<file path="config.mk">
export PLATFORM = sky130hd
export DESIGN_NAME = printer_attachment_start_and_stepper
export DESIGN_NICKNAME = d
export VERILOG_FILES = /design/src/hw/printer_attach_pkg.sv /design/src/hw/printer_attachment_start_and_stepper.sv
export SDC_FILE = /design/constraint.sdc
export NUM_CORES = 1
export LEC_CHECK = 0
export ABC_AREA = 1
export BUFFER_PORTS_ARGS = -buffer_cell sky130_fd_sc_hd__buf_2
export CORE_MARGIN = 3
export CORE_UTILIZATION = 45
export DETAILED_ROUTE_END_ITERATION = 7
export GPL_ROUTABILITY_DRIVEN = 0
export GPL_TIMING_DRIVEN = 0
export HOLD_SLACK_MARGIN = 0.06
export PLACE_DENSITY = 0.73
export RECOVER_POWER = 50
export SKIP_LAST_GASP = 1
export SLEW_MARGIN = 5
export SYNTH_ARGS = -nofsm -noshare
export SYNTH_HDL_FRONTEND = slang
export SYNTH_SLANG_ARGS = --single-unit
</file>
<file path="constraint.sdc">
create_clock -name mclk -period 5.4 [get_ports mclk]
set_clock_uncertainty 0.15 [all_clocks]
set_input_delay 0.54 -clock mclk [delete_from_list [all_inputs] [get_ports mclk]]
set_output_delay 0.54 -clock mclk [all_outputs]
set_load 0.05 [all_outputs]
</file>
<file path="src/hw/printer_attach_pkg.sv">
package printer_attach_pkg;

  // ---------------------------------------------------------------------------
  // Clocking and timing
  // ---------------------------------------------------------------------------
  localparam int CLK_HZ           = 40000000;
  localparam int PHASE_COUNT      = 9;
  localparam logic [3:0] PHASE_LAST  = 4'h8;
  localparam logic [3:0] PHASE_5C    = 4'h5;
  localparam logic [3:0] PHASE_6     = 4'h6;
  localparam logic [3:0] PHASE_7B    = 4'h7;
  localparam int START_PULSE_US   = 2000;
  localparam int HORIZ_TIMEOUT_US = 35000;
  localparam int START_PULSE_CYC  = (START_PULSE_US * (CLK_HZ / 1000000));
  localparam int HORIZ_TIMEOUT_CYC = (HORIZ_TIMEOUT_US * (CLK_HZ / 1000000));
  localparam int TIMER_W          = 21;

  // ---------------------------------------------------------------------------
  // Instruction fields
  // ---------------------------------------------------------------------------
  localparam int PRINT_MODE_BIT    = 7;
  localparam logic [7:0] DEVICE_ADDR_DEFAULT = 8'h0E;
  localparam int MOD_W             = 3;
  localparam logic [2:0] MOD_PRINT     = 3'h0;
  localparam logic [2:0] MOD_ELEM_RET  = 3'h1;
  localparam logic [2:0] MOD_TAB_RIGHT = 3'h2;
  localparam logic [2:0] MOD_TAB_LEFT  = 3'h3;
  localparam logic [2:0] MOD_MAX       = 3'h3;

  // ---------------------------------------------------------------------------
  // Register map
  // ---------------------------------------------------------------------------
  localparam logic [3:0] ADDR_STATUS     = 4'h0;
  localparam logic [3:0] ADDR_MASK       = 4'h1;
  localparam logic [3:0] ADDR_STATE      = 4'h2;
  localparam logic [3:0] ADDR_DEVADDR    = 4'h3;
  localparam logic [31:0] READ_UNMAPPED  = 32'h00000000;
  localparam int EVT_W         = 4;
  localparam int EVT_ACCEPT    = 0;
  localparam int EVT_REJECT    = 1;
  localparam int EVT_HCHECK    = 2;
  localparam int EVT_STEP      = 3;

  typedef enum logic [3:0] {
    STEP_IDLE  = 4'b0001,
    STEP_WRISE = 4'b0010,
    STEP_WFALL = 4'b0100,
    STEP_READY = 4'b1000
  } step_e;

  typedef struct packed {
    logic       startIo;
    logic       senseIo;
    logic [7:0] deviceAddr;
    logic [2:0] modifier;
    logic [7:0] controlCode;
    logic       parityOk;
  } io_request_s;

  typedef struct packed {
    logic [7:0] status1;
    logic [7:0] status2;
  } sense_bytes_s;

endpackage

</file>
<file path="src/hw/printer_attachment_start_and_stepper.sv">
module printer_attachment_start_and_stepper (
  input  wire logic                              mclk,
  input  wire logic                              rst,
  input  wire logic [3:0]                        clockPhase,
  input  wire logic                              secondInstrCycle,
  input  wire logic                              thirdInstrCycle,
  input  wire logic                              firstExecuteCycle,
  input  wire logic                              laterExecuteCycle,
  input  wire printer_attach_pkg::io_request_s   ioRequest,
  input  wire printer_attach_pkg::sense_bytes_s  senseLow,
  input  wire printer_attach_pkg::sense_bytes_s  senseHigh,
  input  wire logic                              senseUpperPair,
  input  wire logic                              commandSteal,
  input  wire logic                              stepperEmitter,
  input  wire logic                              matrixCounterTr1,
  output logic                                   conditionAccepted,
  output logic                                   conditionValid,
  output logic [7:0]                             inboundBus,
  output logic                                   inboundValid,
  output logic                                   biDirectionalMode,
  output logic                                   setCommandRequest,
  output logic                                   commandRequest,
  output logic                                   priorityRequestBit5,
  output logic                                   stepperGo,
  output logic                                   stepperStartPulse,
  output logic                                   horizontalCommand,
  output logic                                   horizontalLeftCommand,
  output logic                                   elementReturn,
  output logic                                   horizontalCheckInterlock,
  output logic                                   horizontalCycleCheck,
  output logic                                   stepperPhaseATrigger,
  output logic                                   stepperPhaseBTrigger,
  input  wire logic [3:0]                        avsAddress,
  input  wire logic                              avsRead,
  input  wire logic                              avsWrite,
  input  wire logic [31:0]                       avsWritedata,
  output logic [31:0]                            avsReaddata,
  output logic                                   avsWaitrequest,
  output logic                                   irq
);
  import printer_attach_pkg::*;

  // ---------------------------------------------------------------------------
  // Pin synchronisers
  // ---------------------------------------------------------------------------
  logic [1:0]        emitSync;
  logic [1:0]        matrixSync;
  logic              emitPrev;
  logic              stepperRise;
  logic              stepperFall;

  always_ff @(posedge mclk or posedge rst) begin
    if (rst) begin
      emitSync   <= 2'h0;
      matrixSync <= 2'h0;
      emitPrev   <= 1'b0;
    end else begin
      emitSync   <= {emitSync[0], stepperEmitter};
      matrixSync <= {matrixSync[0], matrixCounterTr1};
      emitPrev   <= emitSync[1];
    end
  end

  assign stepperRise = emitSync[1] & ~emitPrev;
  assign stepperFall = ~emitSync[1] & emitPrev;

  // ---------------------------------------------------------------------------
  // Start I/O acceptance
  // ---------------------------------------------------------------------------
  logic [7:0]        deviceAddress;
  logic              addrMatch;
  logic              modValid;
  logic              accept;
  logic              acceptedHeld;
  logic [MOD_W-1:0]  heldModifier;

  assign addrMatch = (ioRequest.deviceAddr == deviceAddress);
  assign modValid  = (ioRequest.modifier <= MOD_MAX);
  assign accept    = ioRequest.startIo & secondInstrCycle & ioRequest.parityOk
                   & addrMatch & modValid;

  always_ff @(posedge mclk or posedge rst) begin
    if (rst) begin
      conditionAccepted <= 1'b0;
      conditionValid    <= 1'b0;
    end else if (ioRequest.startIo && secondInstrCycle) begin
      conditionAccepted <= accept;
      conditionValid    <= 1'b1;
    end else begin
      conditionAccepted <= 1'b0;
      conditionValid    <= 1'b0;
    end
  end

  // Without acceptance the processor repeats the cycles, so nothing is held.
  always_ff @(posedge mclk or posedge rst) begin
    if (rst) begin
      acceptedHeld <= 1'b0;
      heldModifier <= MOD_PRINT;
    end else if (accept) begin
      acceptedHeld <= 1'b1;
      heldModifier <= ioRequest.modifier;
    end else if (thirdInstrCycle && clockPhase == PHASE_LAST) begin
      acceptedHeld <= 1'b0;
    end
  end

  always_ff @(posedge mclk or posedge rst) begin
    if (rst) begin
      biDirectionalMode <= 1'b0;
    end else if (acceptedHeld && thirdInstrCycle && clockPhase == PHASE_5C) begin
      biDirectionalMode <= ioRequest.controlCode[PRINT_MODE_BIT];
    end
  end

  assign setCommandRequest = acceptedHeld & thirdInstrCycle;

  always_ff @(posedge mclk or posedge rst) begin
    if (rst) begin
      commandRequest <= 1'b0;
    end else if (setCommandRequest && clockPhase == PHASE_7B) begin
      commandRequest <= 1'b1;
    end else if (commandSteal) begin
      commandRequest <= 1'b0;
    end
  end

  always_ff @(posedge mclk or posedge rst) begin
    if (rst) begin
      priorityRequestBit5 <= 1'b0;
    end else if (clockPhase == PHASE_6) begin
      priorityRequestBit5 <= commandRequest;
    end
  end

  // ---------------------------------------------------------------------------
  // Sense status gating
  // ---------------------------------------------------------------------------
  always_ff @(posedge mclk or posedge rst) begin
    if (rst) begin
      inboundBus   <= 8'h00;
      inboundValid <= 1'b0;
    end else if (ioRequest.senseIo && firstExecuteCycle) begin
      inboundBus   <= senseUpperPair ? senseHigh.status1 : senseLow.status1;
      inboundValid <= 1'b1;
    end else if (ioRequest.senseIo && laterExecuteCycle) begin
      inboundBus   <= senseUpperPair ? senseHigh.status2 : senseLow.status2;
      inboundValid <= 1'b1;
    end else begin
      inboundBus   <= 8'h00;
      inboundValid <= 1'b0;
    end
  end

  // ---------------------------------------------------------------------------
  // Command steal: motion latches and single-shots
  // ---------------------------------------------------------------------------
  logic              horizMotion;
  logic              fireMotion;
  logic              leftward;
  logic [TIMER_W-1:0] startTimer;
  logic [TIMER_W-1:0] horizTimer;

  assign horizMotion = (heldModifier != MOD_PRINT);
  assign fireMotion  = commandSteal & (clockPhase == PHASE_6) & horizMotion;

  always_ff @(posedge mclk or posedge rst) begin
    if (rst) begin
      elementReturn         <= 1'b0;
      horizontalCommand     <= 1'b0;
      horizontalLeftCommand <= 1'b0;
      leftward              <= 1'b0;
    end else if (commandSteal && clockPhase == PHASE_5C) begin
      elementReturn         <= (heldModifier == MOD_ELEM_RET);
      horizontalCommand     <= horizMotion;
      horizontalLeftCommand <= (heldModifier == MOD_ELEM_RET)
                             | (heldModifier == MOD_TAB_LEFT);
      leftward              <= (heldModifier != MOD_TAB_RIGHT);
    end else if (!commandSteal && !horizontalCheckInterlock && !stepperGo) begin
      horizontalCommand     <= 1'b0;
      horizontalLeftCommand <= 1'b0;
      elementReturn         <= 1'b0;
    end
  end

  always_ff @(posedge mclk or posedge rst) begin
    if (rst) begin
      stepperGo  <= 1'b0;
      startTimer <= '0;
    end else if (fireMotion) begin
      stepperGo  <= 1'b1;
      startTimer <= TIMER_W'(START_PULSE_CYC);
    end else begin
      if (startTimer != '0) begin
        startTimer <= startTimer - TIMER_W'(1);
      end
      if (matrixSync[1] || horizontalCycleCheck) begin
        stepperGo <= 1'b0;
      end
    end
  end

  assign stepperStartPulse = (startTimer != '0);

  always_ff @(posedge mclk or posedge rst) begin
    if (rst) begin
      horizontalCheckInterlock <= 1'b0;
      horizTimer               <= '0;
    end else if (fireMotion) begin
      horizontalCheckInterlock <= 1'b1;
      horizTimer               <= TIMER_W'(HORIZ_TIMEOUT_CYC);
    end else begin
      if (horizTimer != '0) begin
        horizTimer <= horizTimer - TIMER_W'(1);
      end
      if (matrixSync[1]) begin
        horizontalCheckInterlock <= 1'b0;
      end
    end
  end

  // A timer running out with the interlock still set is a cycle check.
  always_ff @(posedge mclk or posedge rst) begin
    if (rst) begin
      horizontalCycleCheck <= 1'b0;
    end else if (fireMotion) begin
      horizontalCycleCheck <= 1'b0;
    end else if (horizTimer == TIMER_W'(1) && horizontalCheckInterlock
                 && !matrixSync[1]) begin
      horizontalCycleCheck <= 1'b1;
    end
  end

  // ---------------------------------------------------------------------------
  // Stepper trigger sequencer
  // ---------------------------------------------------------------------------
  step_e             stepState;
  step_e             next_stepState;
  logic              advance;
  logic              startEdge;
  logic              stepPulseDly;

  always_ff @(posedge mclk or posedge rst) begin
    if (rst) begin
      stepPulseDly <= 1'b0;
    end else begin
      stepPulseDly <= fireMotion;
    end
  end

  assign startEdge = stepPulseDly;
  assign advance   = stepperGo & ((stepState == STEP_IDLE && startEdge)
                   || stepState == STEP_READY);

  always_comb begin
    next_stepState = stepState;
    case (stepState)
      STEP_IDLE: begin
        if (advance) begin
          next_stepState = STEP_WRISE;
        end
      end
      STEP_WRISE: begin
        if (stepperRise) begin
          next_stepState = STEP_WFALL;
        end
      end
      STEP_WFALL: begin
        if (stepperFall) begin
          next_stepState = STEP_READY;
        end
      end
      STEP_READY: begin
        if (advance) begin
          next_stepState = STEP_WRISE;
        end else if (!stepperGo) begin
          next_stepState = STEP_IDLE;
        end
      end
      default: begin
        next_stepState = STEP_IDLE;
      end
    endcase
    if (!stepperGo) begin
      next_stepState = STEP_IDLE;
    end
  end

  always_ff @(posedge mclk or posedge rst) begin
    if (rst) begin
      stepState <= STEP_IDLE;
    end else begin
      stepState <= next_stepState;
    end
  end

  // Gray order: off/off, A, AB, B forward; reverse walks the same ring backward.
  always_ff @(posedge mclk or posedge rst) begin
    if (rst) begin
      stepperPhaseATrigger <= 1'b0;
      stepperPhaseBTrigger <= 1'b0;
    end else if (advance) begin
      if (stepperPhaseATrigger ^ stepperPhaseBTrigger ^ leftward) begin
        stepperPhaseBTrigger <= ~stepperPhaseBTrigger;
      end else begin
        stepperPhaseATrigger <= ~stepperPhaseATrigger;
      end
    end
  end

  // ---------------------------------------------------------------------------
  // Avalon-MM slave and interrupts
  // ---------------------------------------------------------------------------
  logic [EVT_W-1:0]  eventStatus;
  logic [EVT_W-1:0]  eventMask;
  logic [EVT_W-1:0]  eventSet;
  logic              checkPrev;
  logic              busWrite;

  assign eventSet = {advance, horizontalCycleCheck & ~checkPrev,
                     conditionValid & ~conditionAccepted, conditionAccepted};
  assign busWrite = avsWrite & ~avsWaitrequest;

  always_ff @(posedge mclk or posedge rst) begin
    if (rst) begin
      checkPrev <= 1'b0;
    end else begin
      checkPrev <= horizontalCycleCheck;
    end
  end

  // Set wins over a write-one clear in the same cycle.
  always_ff @(posedge mclk or posedge rst) begin
    if (rst) begin
      eventStatus <= '0;
    end else if (busWrite && avsAddress == ADDR_STATUS) begin
      eventStatus <= (eventStatus & ~avsWritedata[EVT_W-1:0]) | eventSet;
    end else begin
      eventStatus <= eventStatus | eventSet;
    end
  end

  always_ff @(posedge mclk or posedge rst) begin
    if (rst) begin
      eventMask     <= '0;
      deviceAddress <= DEVICE_ADDR_DEFAULT;
    end else if (busWrite && avsAddress == ADDR_MASK) begin
      eventMask <= avsWritedata[EVT_W-1:0];
    end else if (busWrite && avsAddress == ADDR_DEVADDR) begin
      deviceAddress <= avsWritedata[7:0];
    end
  end

  // Reads answer one cycle after the request; writes take effect in that same later cycle, once avsWaitrequest is low.
  always_ff @(posedge mclk or posedge rst) begin
    if (rst) begin
      avsWaitrequest <= 1'b1;
      avsReaddata    <= READ_UNMAPPED;
    end else if ((avsRead || avsWrite) && avsWaitrequest) begin
      avsWaitrequest <= 1'b0;
      case (avsAddress)
        ADDR_STATUS:  avsReaddata <= {28'h0000000, eventStatus};
        ADDR_MASK:    avsReaddata <= {28'h0000000, eventMask};
        ADDR_STATE:   avsReaddata <= {20'h00000, stepState, stepperPhaseBTrigger,
                                      stepperPhaseATrigger, horizontalCycleCheck,
                                      horizontalCheckInterlock, stepperGo,
                                      commandRequest, biDirectionalMode, 1'b0};
        ADDR_DEVADDR: avsReaddata <= {24'h000000, deviceAddress};
        default:      avsReaddata <= READ_UNMAPPED;
      endcase
    end else begin
      avsWaitrequest <= 1'b1;
    end
  end

  assign irq = |(eventStatus & eventMask);

endmodule

</file>
==> results of run 1 <==
[cells in the final DEF, fill, tap and decap left out, types with 16 or more instances in the layout]
| cell type | count |
|---|---|
| sky130_fd_sc_hd__a21oi_1 | 17 |
| sky130_fd_sc_hd__buf_2 | 115 |
| sky130_fd_sc_hd__buf_4 | 20 |
| sky130_fd_sc_hd__conb_1 | 20 |
| sky130_fd_sc_hd__dfrtp_1 | 104 |
| sky130_fd_sc_hd__inv_1 | 98 |
| sky130_fd_sc_hd__nand2_1 | 159 |
| sky130_fd_sc_hd__nand3_1 | 64 |
| sky130_fd_sc_hd__nand4_1 | 16 |
| sky130_fd_sc_hd__nor2_1 | 126 |
| sky130_fd_sc_hd__o21ai_0 | 31 |
[sequential cells by signal (all words and copies together) (netlist names), 2 cells and up]
signal	cells
heldModifier	3
deviceAddress	8
avsReaddata	12
matrixSync	2
emitSync	2
eventStatus	4
inboundBus	8
stepState	4
horizTimer	21
eventMask	4
startTimer	21
[area by class of cell]
class	instances	area (um2)	share of cell area, %
sequential	109	2734	38.52
multi-input combinational	536	2691	37.92
timing repair buffer	112	581.8	8.198
inverter	102	386.6	5.448
clock buffer	10	239.0	3.367
tap	172	215.2	3.032
buffer	30	201.4	2.839
clock inverter	6	47.55	0.6700
[worst max path at each step]
stage	end	startpoint	cells past startpoint	slack [ps]
finish	stepperStartPulse	startTimer[0]	6	2780
CTS	stepperStartPulse	startTimer[0]	6	2790
detailed placement	stepperStartPulse	startTimer[0]	6	3180
global placement	horizTimer[19]	rst	2	560
global route	stepperStartPulse	startTimer[0]	6	2740
floorplan	acceptedHeld	rst	1	1840
[stage by stage]
step           hold WS [ps]  power [mW]  util (%)
6_report              137.2       2.288     55.56
5_1_grt               133.2       2.428     55.56
4_1_cts               61.96       2.306     55.74
3_5_place_dp          185.5       1.669     53.49
3_3_place_gp          184.7       1.650     53.24
2_1_floorplan         181.2       1.512         -
[power breakdown]
part | leakage, nW | internal (mW) | switching [mW]
Sequential | 1.33 | 0.938 | 0.106
Combinational | 2.26 | 0.210 | 0.400
Clock | 0.139 | 0.329 | 0.305
[routing by layer]
metal / up-vias / wire length [um] / GRT usage (%)
met4: 0 / 317 / 7.790
met3: 22 / 627 / 2.890
met2: 118 / 6392 / 31.37
met5: - / 0 / 0
li1: 2684 / - / -
met1: 2429 / 6363 / 25.41
[cells by family after synthesis]
| family | Yosys count | share of synthesized area, % |
|---|---|---|
| AND/OR/NAND/NOR | 401 | 30.87 |
| buffers and inverters | 132 | 9.891 |
| flip-flops | 109 | 45.88 |
| AO/OA/AOI/OAI | 87 | 8.694 |
| XOR/XNOR | 15 | 2.205 |
| multiplexers | 8 | 1.344 |
| adder cells (fa/ha/maj) | 5 | 1.050 |
| other | 1 | 0.06294 |
[synth_stat cells, types with 3 or more instances]
master	instances
sky130_fd_sc_hd__nand2_1	159
sky130_fd_sc_hd__nor2_1	124
sky130_fd_sc_hd__dfrtp_1	104
sky130_fd_sc_hd__inv_1	99
sky130_fd_sc_hd__nand3_1	64
sky130_fd_sc_hd__o21ai_0	31
sky130_fd_sc_hd__buf_4	20
sky130_fd_sc_hd__a21oi_1	17
sky130_fd_sc_hd__nand4_1	16
sky130_fd_sc_hd__nor2_2	9
sky130_fd_sc_hd__o22ai_1	9
sky130_fd_sc_hd__o32ai_1	9
sky130_fd_sc_hd__xor2_1	9
sky130_fd_sc_hd__mux2i_1	8
sky130_fd_sc_hd__buf_2	7
sky130_fd_sc_hd__nor2_4	6
sky130_fd_sc_hd__o31ai_1	6
sky130_fd_sc_hd__xnor2_1	6
sky130_fd_sc_hd__dfstp_2	5
sky130_fd_sc_hd__ha_1	5
sky130_fd_sc_hd__nand2_2	5
sky130_fd_sc_hd__o21ai_1	5
sky130_fd_sc_hd__or2_2	4
sky130_fd_sc_hd__a21o_1	3
sky130_fd_sc_hd__a31oi_1	3
sky130_fd_sc_hd__o21bai_1	3
==> Flow_metrics.wiki, run 1 <==
{| class="wikitable"
! Metric !! Value
|-
| Run status || finished, violations left
|-
| Violated checks || capacitance limit, slew limit
|-
| Maximum number of pins on one net before global-route repair || 65
|-
| Critical path's most frequent cell || sky130_fd_sc_hd__inv_1
|-
| R2r endpoint || startTimer[16]
|-
| Post-CTS Setup Inserts || 0
|-
| Slack of the worst reg-to-reg path || 3390 ps
|-
| Count of filler cells inserted in the layout || 1194
|-
| Max IR drop VDD || 0.1471 mV
|-
| Data arrival, critical path || 1930 ps
|-
| Total number of vias || 5253
|-
| Startpoint of the tightest hold check path || stepperEmitter
|-
| Max-cap violations || 1
|-
| FP Rows || 41
|-
| Hold Buf Count CTS || 0
|-
| First-pass iteration count of the detailed router || 4
|-
| Average wire per cell in the routed design || 12.72 um
|-
| Vias per inst || 4.877
|-
| Number of design rule violations left after detail routing || 0
|-
| Top fanout value on the critical path || 8
|-
| Cells traversed along the worst timing path || inv_1, ha_1, inv_1, nor3b_1, nand4_1, buf_2
|-
| Placed cell count || 1061
|-
| Final instance area || 7097 um2
|-
| Setup ws final || 2782 ps
|-
| Endpoint with the worst hold slack || emitSync[0]
|-
| All-layer global routing usage || 19.12%
|-
| Fmax || 0.3819 GHz
|-
| Cell type with the highest aggregate area in the netlist || sky130_fd_sc_hd__dfrtp_1
|-
| Largest incremental delay on the critical path || 390 ps
|-
| Final cell count without fillers || 1077
|-
| Tightest Pin Transition || 2103 ps
|-
| Kind of end point of the critical path || primary output
|-
| Effective utilization at floorplan || 46.65%
|-
| Max Buffers Root-to-Sink || 2
|-
| Die Outline Area || 14660 um2
|-
| CTS H-tree depth || 3
|-
| Post-route ant nets || 0
|-
| Final worst path period share || 48.49%
|-
| Static leakage power || 3.725 nW
|-
| Number of failing hold endpoints at the final stage || 0
|-
| Number of flip-flops and latches in the synthesized netlist || 109
|-
| Number of enable-type register cells in the synthesized netlist || 0
|-
| Die height || 121.1 um
|-
| Crit path max-delay family || buffers and inverters
|-
| Synth top area share || 43.68%
|-
| Relative slew slack || -41.00%
|-
| Ys Warns || 0
|-
| Die width || 121.1 um
|-
| Post-synthesis async set-or-reset flop share || 100.0%
|-
| Post-Place Setup Slack || 3183 ps
|-
| Worst r2r src || startTimer[0]
|-
| Placeable core region || 12770 um2
|-
| Mean post-synth cell area || 7.860 um2
|-
| Final nets || 1011
|-
| Area growth from synthesis to layout || 19.11%
|-
| Slowest CP cell || sky130_fd_sc_hd__dfrtp_1
|-
| Share of post-route cells with drive strength above 1 || 21.44%
|-
| Seq/Total Area, Yosys || 45.88%
|-
| Grt total ovfl || 0
|-
| Worst-skew pair later-pin latency || 360 ps
|-
| Cells after Synth || 758
|-
| Iter 0 DRT Violations || 318
|-
| Hold crit path type || input pin to register
|-
| TritonCTS clock tree || done
|-
| Vias in the first global route || 4865
|-
| Clock net sink count || 109
|-
| R2R depth || 9
|-
| Wire length of the first global-routing pass || 22480 um
|-
| Number of antenna violations at the first check in global routing || 0
|-
| CTS clock-pin slew for the worst setup and hold paths || 70 ps
|-
| Syn Std Cell Area || 5958 um2
|-
| Critical Path RT || 4710 ps
|-
| Unrepaired setup endpoints after global routing || false
|-
| Antenna fix cells || 0
|-
| Top cells by area, synth || sky130_fd_sc_hd__dfrtp_1 44%, sky130_fd_sc_hd__nand2_1 10%, sky130_fd_sc_hd__nor2_1 7.8%
|-
| Total placed instance area || 6833 um2
|-
| CP Class || register to primary output
|-
| Port buffer count || 111
|-
| Depth of the worst hold-timing path || 1
|-
| Total of endpoints with negative setup slack in the final report || 0
|-
| Cell chosen for the clock root || sky130_fd_sc_hd__clkbuf_16
|-
| Number of buffers inserted during clock tree synthesis || 9
|-
| Post-Route Setup TNS || 0 ps
|-
| Number of different library cells in the post-synthesis netlist || 43
|-
| Shortest period the worst path allows || 2618 ps
|-
| Number of max-slew violations in the final report || 46
|-
| Pwr/cell area || 322.3 nW/um2
|-
| Post-cts repair resize count || 0
|-
| DP Wirelength || 10670 um
|-
| Wire length reported by the detailed router || 13700 um
|-
| Most instantiated flip-flop cell in the synthesis netlist || sky130_fd_sc_hd__dfrtp_1
|-
| Buf+Inv Stages, Crit Path || 3
|-
| Startpoint types || register
|-
| Boundary Pins || 164
|}
No activity file was read; power rests on OpenSTA's default activity.
==> run 2, diff against run 1 <==
==> constraint.sdc (replaced) <==
create_clock -name mclk -period 2.44 [get_ports mclk]
set_clock_uncertainty 0.15 [all_clocks]
set_input_delay 0.244 -clock mclk [delete_from_list [all_inputs] [get_ports mclk]]
set_output_delay 0.244 -clock mclk [all_outputs]
set_load 0.05 [all_outputs]
==> Flow_metrics.wiki, run 2 (same netlist as run 1, synthesis figures left out) <==
{| class="wikitable"
! Metric !! Value
|-
| Run status || finished, violations left
|-
| Violated checks || capacitance limit, slew limit
|-
| Iter 0 DRT Violations || 351
|-
| Switching share of power || 34.81%
|-
| Flop pwr share || 45.3%
|-
| Unrepaired setup endpoints after global routing || false
|-
| R2r endpoint || startTimer[16]
|-
| Grt total ovfl || 0
|-
| Highest-count cells in the layout ignoring fill and taps || 159 x sky130_fd_sc_hd__nand2_1, 125 x sky130_fd_sc_hd__nor2_1, 104 x sky130_fd_sc_hd__dfrtp_1
|-
| Die height || 121.1 um
|-
| Internal power summed over all cells || 3.331 mW
|-
| Critical Path RT || 2050 ps
|-
| Vias per inst || 4.764
|-
| Die Outline Area || 14660 um2
|-
| Number of failing hold endpoints at the final stage || 0
|-
| DP Wirelength || 10580 um
|-
| Relative slew slack || -2.759%
|-
| CTS clock-pin slew for the worst setup and hold paths || 70 ps
|-
| Share of post-route cells with drive strength above 1 || 16.65%
|-
| Data arrival, critical path || 1880 ps
|-
| Number of max-slew violations in the final report || 31
|-
| Fmax || 0.4398 GHz
|-
| Post-cts repair resize count || 0
|-
| Post-Route Setup TNS || 0 ps
|-
| CTS H-tree depth || 3
|-
| Antenna fix cells || 0
|-
| FP Rows || 41
|-
| Number of design rule violations left after detail routing || 0
|-
| Net switching power figure || 1.778 mW
|-
| Cell chosen for the clock root || sky130_fd_sc_hd__clkbuf_16
|-
| Maximum number of pins on one net before global-route repair || 42
|-
| Fraction of power consumed by the clock network || 27.4%
|-
| Wire length reported by the detailed router || 14390 um
|-
| Max IR drop VDD || 0.2902 mV
|-
| Slack of the worst reg-to-reg path || 420 ps
|-
| All-layer global routing usage || 20.09%
|-
| Wire length of the first global-routing pass || 23650 um
|-
| Final worst path period share || 93.18%
|-
| Max-cap violations || 1
|-
| Average wire per cell in the routed design || 12.84 um
|-
| Post-route ant nets || 0
|-
| Port buffer count || 111
|-
| Worst hold slack after final layout || 56.34 ps
|-
| Total of endpoints with negative setup slack in the final report || 0
|-
| Commonest non-fill, non-tap cell in the layout || sky130_fd_sc_hd__nand2_1
|-
| Number of antenna violations at the first check in global routing || 0
|-
| Clock net sink count || 109
|-
| Post-CTS Setup Inserts || 0
|-
| Final nets || 1055
|-
| Hold Buf Count CTS || 43
|-
| Hold crit path type || input pin to register
|-
| Utilization of the core after routing || 58.66%
|-
| Startpoint types || register
|-
| Total number of vias || 5341
|-
| Startpoint of the tightest hold check path || senseLow[0]
|-
| Placed cell count || 1062
|-
| Vias in the first global route || 5085
|-
| Top fanout value on the critical path || 8
|-
| Pwr/cell area || 681.8 nW/um2
|-
| Worst r2r src || startTimer[0]
|-
| Kind of end point of the critical path || primary output
|-
| Area growth from synthesis to layout || 25.77%
|-
| Max Buffers Root-to-Sink || 2
|-
| Boundary Pins || 164
|-
| Depth of the worst hold-timing path || 3
|-
| Die width || 121.1 um
|-
| R2R depth || 9
|-
| CP Class || register to primary output
|-
| Part of the total power dissipated in combinational logic || 27.3%
|-
| Static leakage power || 3.786 nW
|-
| First-pass iteration count of the detailed router || 5
|-
| Worst-skew pair later-pin latency || 350 ps
|-
| Tightest Pin Transition || 1533 ps
|-
| Effective utilization at floorplan || 46.65%
|-
| Endpoint with the worst hold slack || inboundBus[0]
|-
| Placeable core region || 12770 um2
|-
| Largest registers || horizTimer: 21 flops, startTimer: 21 flops, avsReaddata: 12 flops
|-
| Power, Total || 5.109 mW
|-
| Shortest period the worst path allows || 2274 ps
|-
| TritonCTS clock tree || done
|-
| Number of buffers inserted during clock tree synthesis || 9
|-
| Final cell count without fillers || 1121
|}
## run 2: metrics by stage
stage	cell area [um2]	setup WS, ps
after floorplan	6033	403.1
after global placement	6804	-7.498
after detailed placement	6844	433.7
after CTS	7556	137.9
after global routing	7493	30.88
final	7493	166.3
## run 2: worst max-delay path by stage
| stage | from | depth (start not counted) | slack [ps] | end |
|---|---|---|---|---|
| after detailed placement | startTimer[0] | 9 | 430 | startTimer[16] |
| after global placement | rst | 2 | -7 | elementReturn |
| after floorplan | startTimer[0] | 7 | 400 | startTimer[11] |
| after CTS | startTimer[0] | 6 | 140 | stepperStartPulse |
| final | startTimer[0] | 6 | 170 | stepperStartPulse |
| after global routing | startTimer[0] | 6 | 30 | stepperStartPulse |
## run 2: power by group through the flow
stage	Combinational, mW	Sequential (mW)	Clock (mW)
final	1.39	2.31	1.40
after global routing	1.57	2.35	1.50
after CTS	1.41	2.31	1.43
after detailed placement	1.35	2.34	0
after global placement	1.32	2.34	0
after floorplan	0.940	2.41	0
## run 2: critical path: stages (launching register included)
cell	delay, ps
sky130_fd_sc_hd__dfrtp_1	400
sky130_fd_sc_hd__inv_1	210
sky130_fd_sc_hd__ha_1	190
sky130_fd_sc_hd__inv_1	80
sky130_fd_sc_hd__nor3b_1	180
sky130_fd_sc_hd__nand4_1	190
sky130_fd_sc_hd__buf_2	270
## run 2: cell type report
class                      instances  area [um2]
sequential                       109        2734
multi-input combinational        536        2690
clock inverter                     3       21.27
buffer                            30       203.9
fill                            1136        5280
timing repair buffer             156       982.2
tap                              172       215.2
inverter                         102       386.6
clock buffer                      13       260.3
## run 2: metal layers
layer / GRT usage (%) / share of wire [%]
met5: 0 / 0
met4: 6.799 / 1.7
met3: 2.797 / 4.8
met2: 34.00 / 48
met1: 26.54 / 45
==> run 3, diff against run 2 <==
--- a/config.mk
+++ b/config.mk
@@ -5,7 +5,7 @@
 export SDC_FILE = /design/constraint.sdc
 export NUM_CORES = 1
 export LEC_CHECK = 0
-export ABC_AREA = 1
+export ABC_AREA = 0
 export BUFFER_PORTS_ARGS = -buffer_cell sky130_fd_sc_hd__buf_2
 export CORE_MARGIN = 3
 export CORE_UTILIZATION = 45
@@ -13,7 +13,7 @@
 export GPL_ROUTABILITY_DRIVEN = 0
 export GPL_TIMING_DRIVEN = 0
 export HOLD_SLACK_MARGIN = 0.06
-export PLACE_DENSITY = 0.73
+export PLACE_DENSITY = 0.74
 export RECOVER_POWER = 50
 export SKIP_LAST_GASP = 1
 export SLEW_MARGIN = 5
==> Flow_metrics.wiki, run 3 <==
{| class="wikitable"
! Metric !! Value
|-
| Run status || complete, no violations
|-
| Number of antenna violations at the first check in global routing || 0
|-
| Largest incremental delay on the critical path || 420 ps
|-
| Buf+Inv Stages, Crit Path || 2
|-
| Share of post-route cells with drive strength above 1 || 23.26%
|-
| Ys Warns || 0
|-
| Antenna fix cells || 0
|-
| Number of flip-flops and latches in the synthesized netlist || 109
|-
| Count leader, synth || sky130_fd_sc_hd__dfrtp_1
|-
| Kind of end point of the critical path || primary output
|-
| Number of max-slew violations in the final report || 0
|-
| CTS clock-pin slew for the worst setup and hold paths || 70 ps
|-
| TritonCTS clock tree || done
|-
| Cells traversed along the worst timing path || inv_1, ha_1, or3b_4, or3_4, buf_6
|-
| Maximum number of pins on one net before global-route repair || 42
|-
| Slack of the worst reg-to-reg path || 110 ps
|-
| Xor and xnor area share after synthesis || 1.706%
|-
| Iter 0 DRT Violations || 343
|-
| Fmax || 0.4256 GHz
|-
| Crit path max-delay family || simple AND/OR/NAND/NOR gates
|-
| Static leakage power || 3.132 nW
|-
| Post-route ant nets || 0
|-
| Worst hold slack after final layout || 59.97 ps
|-
| Synthesized-area fraction occupied by and/or/nand/nor cells || 21.07%
|-
| Startpoint of the tightest hold check path || senseLow[12]
|-
| Number of failing hold endpoints at the final stage || 0
|-
| CTS H-tree depth || 3
|-
| Arithmetic-cell share of the synthesized area counting full adders, half adders and majority gates || 1.108%
|-
| Most instantiated flip-flop cell in the synthesis netlist || sky130_fd_sc_hd__dfrtp_1
|-
| Hold crit path type || input pin to register
|-
| Highest-count cells in the layout ignoring fill and taps || 104 x sky130_fd_sc_hd__dfrtp_1, 77 x sky130_fd_sc_hd__buf_2, 45 x sky130_fd_sc_hd__nand2_1, 45 x sky130_fd_sc_hd__clkbuf_1, 40 x sky130_fd_sc_hd__dlygate4sd3_1
|-
| Startpoint types || register
|-
| Total number of vias || 4911
|-
| Seq/Total Area, Yosys || 48.40%
|-
| Startpoint of the most critical setup path || startTimer[1]
|-
| Top fanout value on the critical path || 5
|-
| Placeable core region || 12160 um2
|-
| Average wire per cell in the routed design || 15.80 um
|-
| CP Class || register to primary output
|-
| Final cell count without fillers || 886
|-
| Number of enable-type register cells in the synthesized netlist || 0
|-
| Max-cap violations || 0
|-
| Port buffer count || 109
|-
| Number of different library cells in the post-synthesis netlist || 66
|-
| DP Wirelength || 9819 um
|-
| Post-synthesis async set-or-reset flop share || 100.0%
|-
| Most instantiated cells after synthesis || 104 x sky130_fd_sc_hd__dfrtp_1, 47 x sky130_fd_sc_hd__nand2_1, 28 x sky130_fd_sc_hd__mux2i_1
|-
| Total of endpoints with negative setup slack in the final report || 0
|-
| Worst r2r src || startTimer[0]
|-
| Number of buffers inserted during clock tree synthesis || 9
|-
| Final worst path period share || 96.31%
|-
| Max IR drop VDD || 0.3235 mV
|-
| Shortest period the worst path allows || 2350 ps
|-
| Pwr/cell area || 722.7 nW/um2
|-
| Die width || 118.0 um
|-
| Max Buffers Root-to-Sink || 2
|-
| Cells after Synth || 531
|-
| Final nets || 825
|-
| Mux cell area share after synthesis || 9.947%
|-
| Die height || 118.0 um
|-
| Synth Area in Compound Gates || 12.83%
|-
| Effective utilization at floorplan || 46.44%
|-
| Slowest CP cell || sky130_fd_sc_hd__dfrtp_1
|-
| FP Rows || 40
|-
| Wire length reported by the detailed router || 14000 um
|-
| Worst-skew pair later-pin latency || 350 ps
|-
| Placed cell count || 829
|-
| Commonest non-fill, non-tap cell in the layout || sky130_fd_sc_hd__dfrtp_1
|-
| Relative slew slack || 16.39%
|-
| Vias in the first global route || 4929
|-
| Die Outline Area || 13930 um2
|-
| Largest registers || horizTimer: 21 flops, startTimer: 21 flops, avsReaddata: 12 flops
|-
| Data arrival, critical path || 1960 ps
|-
| Top cells by area, synth || sky130_fd_sc_hd__dfrtp_1 46%, sky130_fd_sc_hd__mux2i_1 5.0%, sky130_fd_sc_hd__mux2_2 3.8%
|-
| Clock net sink count || 109
|-
| Post-Place Setup Slack || 32.51 ps
|-
| Cell type with the highest aggregate area in the netlist || sky130_fd_sc_hd__dfrtp_1
|-
| Vias per inst || 5.543
|-
| Syn Std Cell Area || 5648 um2
|-
| Largest family of logic cells by synthesized area || simple AND/OR/NAND/NOR gates
|-
| Setup ws final || 90.10 ps
|-
| Number of design rule violations left after detail routing || 0
|-
| Wire length of the first global-routing pass || 23250 um
|-
| Area growth from synthesis to layout || 27.07%
|-
| Tightest Pin Transition || 1237 ps
|-
| All-layer global routing usage || 20.11%
|-
| Final instance area || 7177 um2
|-
| Grt total ovfl || 0
|-
| Critical Path RT || 2050 ps
|-
| Mean post-synth cell area || 10.64 um2
|-
| Utilization of the core after routing || 59.01%
|-
| Cell chosen for the clock root || sky130_fd_sc_hd__clkbuf_16
|-
| Synth top area share || 46.08%
|-
| First-pass iteration count of the detailed router || 8
|-
| Boundary Pins || 164
|-
| Total placed instance area || 6519 um2
|}
==> run 3: cell types whose count changed in the layout (fill, tap and decap cells not counted), sizes merged, moves of 12 or more <==
cell,change
nor4,+13
inv,-83
nand2,-117
mux2i,+20
nor2,-118
nand3,-52
o21ai,-12
nor3,+12
mux2,+19
nand2b,+15
or4,+14
==> run 3: cell type report <==
| class | count | area (um2) |
|---|---|---|
| Buffer | 35 | 215.2 |
| Sequential cell | 109 | 2734 |
| Clock inverter | 4 | 32.53 |
| Timing Repair Buffer | 153 | 932.1 |
| Inverter | 17 | 67.56 |
| Clock buffer | 11 | 242.7 |
| Fill cell | 1039 | 4985 |
| Tap cell | 168 | 210.2 |
| Multi-Input combinational cell | 389 | 2743 |
==> run 3: cell families (layout without fill, tap and decap cells) <==
family                   count (synthesis)  count (layout)
adder cells (fa/ha/maj)                  5               5
flip-flops                             109             109
XOR/XNOR                                11              11
buffers and inverters                   52             220
AND/OR/NAND/NOR                        197             197
multiplexers                            50              50
AO/OA/AOI/OAI                          106             106
other                                    1              20
==> run 3: path summary, 6_finish.rpt <==
path / endpoint / cells past startpoint
max in group asynchronous: horizTimer[18] / 4
hold reg to reg: emitSync[1] / 0
setup reg to reg: startTimer[3] / 6
hold / removal: inboundBus[4] / 3
min in group asynchronous: deviceAddress[7] / 3
setup / recovery: stepperStartPulse / 5
==> run 3: where the power goes <==
group	switching (mW)	internal, mW
Clock	0.668	0.724
Sequential	0.379	2.09
Combinational	0.738	0.586
==> run 3: layer usage <==
metal / part of all wire, % / global-route usage, % / wire, um / up-vias
met5: 0 / 0 / 0 / -
met4: 1.9 / 7.985 / 266 / 0
met3: 5.6 / 3.748 / 782 / 23
met2: 50 / 34.06 / 7044 / 185
met1: 42 / 25.50 / 5900 / 2404
li1: - / - / - / 2299
==> run 3: what timing repair did <==
item / 4_1_cts / 5_1_grt
gates resized for setup: 6 / 10
hold buffers: 40 / 0
setup buffers: 0 / 2
endpoints found under the setup margin: 2 / 33
pin swaps: 0 / 2
hold endpoints to repair: 66 / 0
==> run 3: metrics by stage <==
stage	setup TNS [ps]	total power, mW
global route	-6.837	5.465
floorplan	0	3.379
finish	0	5.187
detailed placement	0	3.741
CTS	0	5.200
global placement	0	3.651
==> run 3: tightest hold or removal path, delay by kind of cell <==
kind,cells,cell delay (ps)
AO/OA/AOI/OAI,1,140
buffers and inverters,1,70
multiplexers,1,50
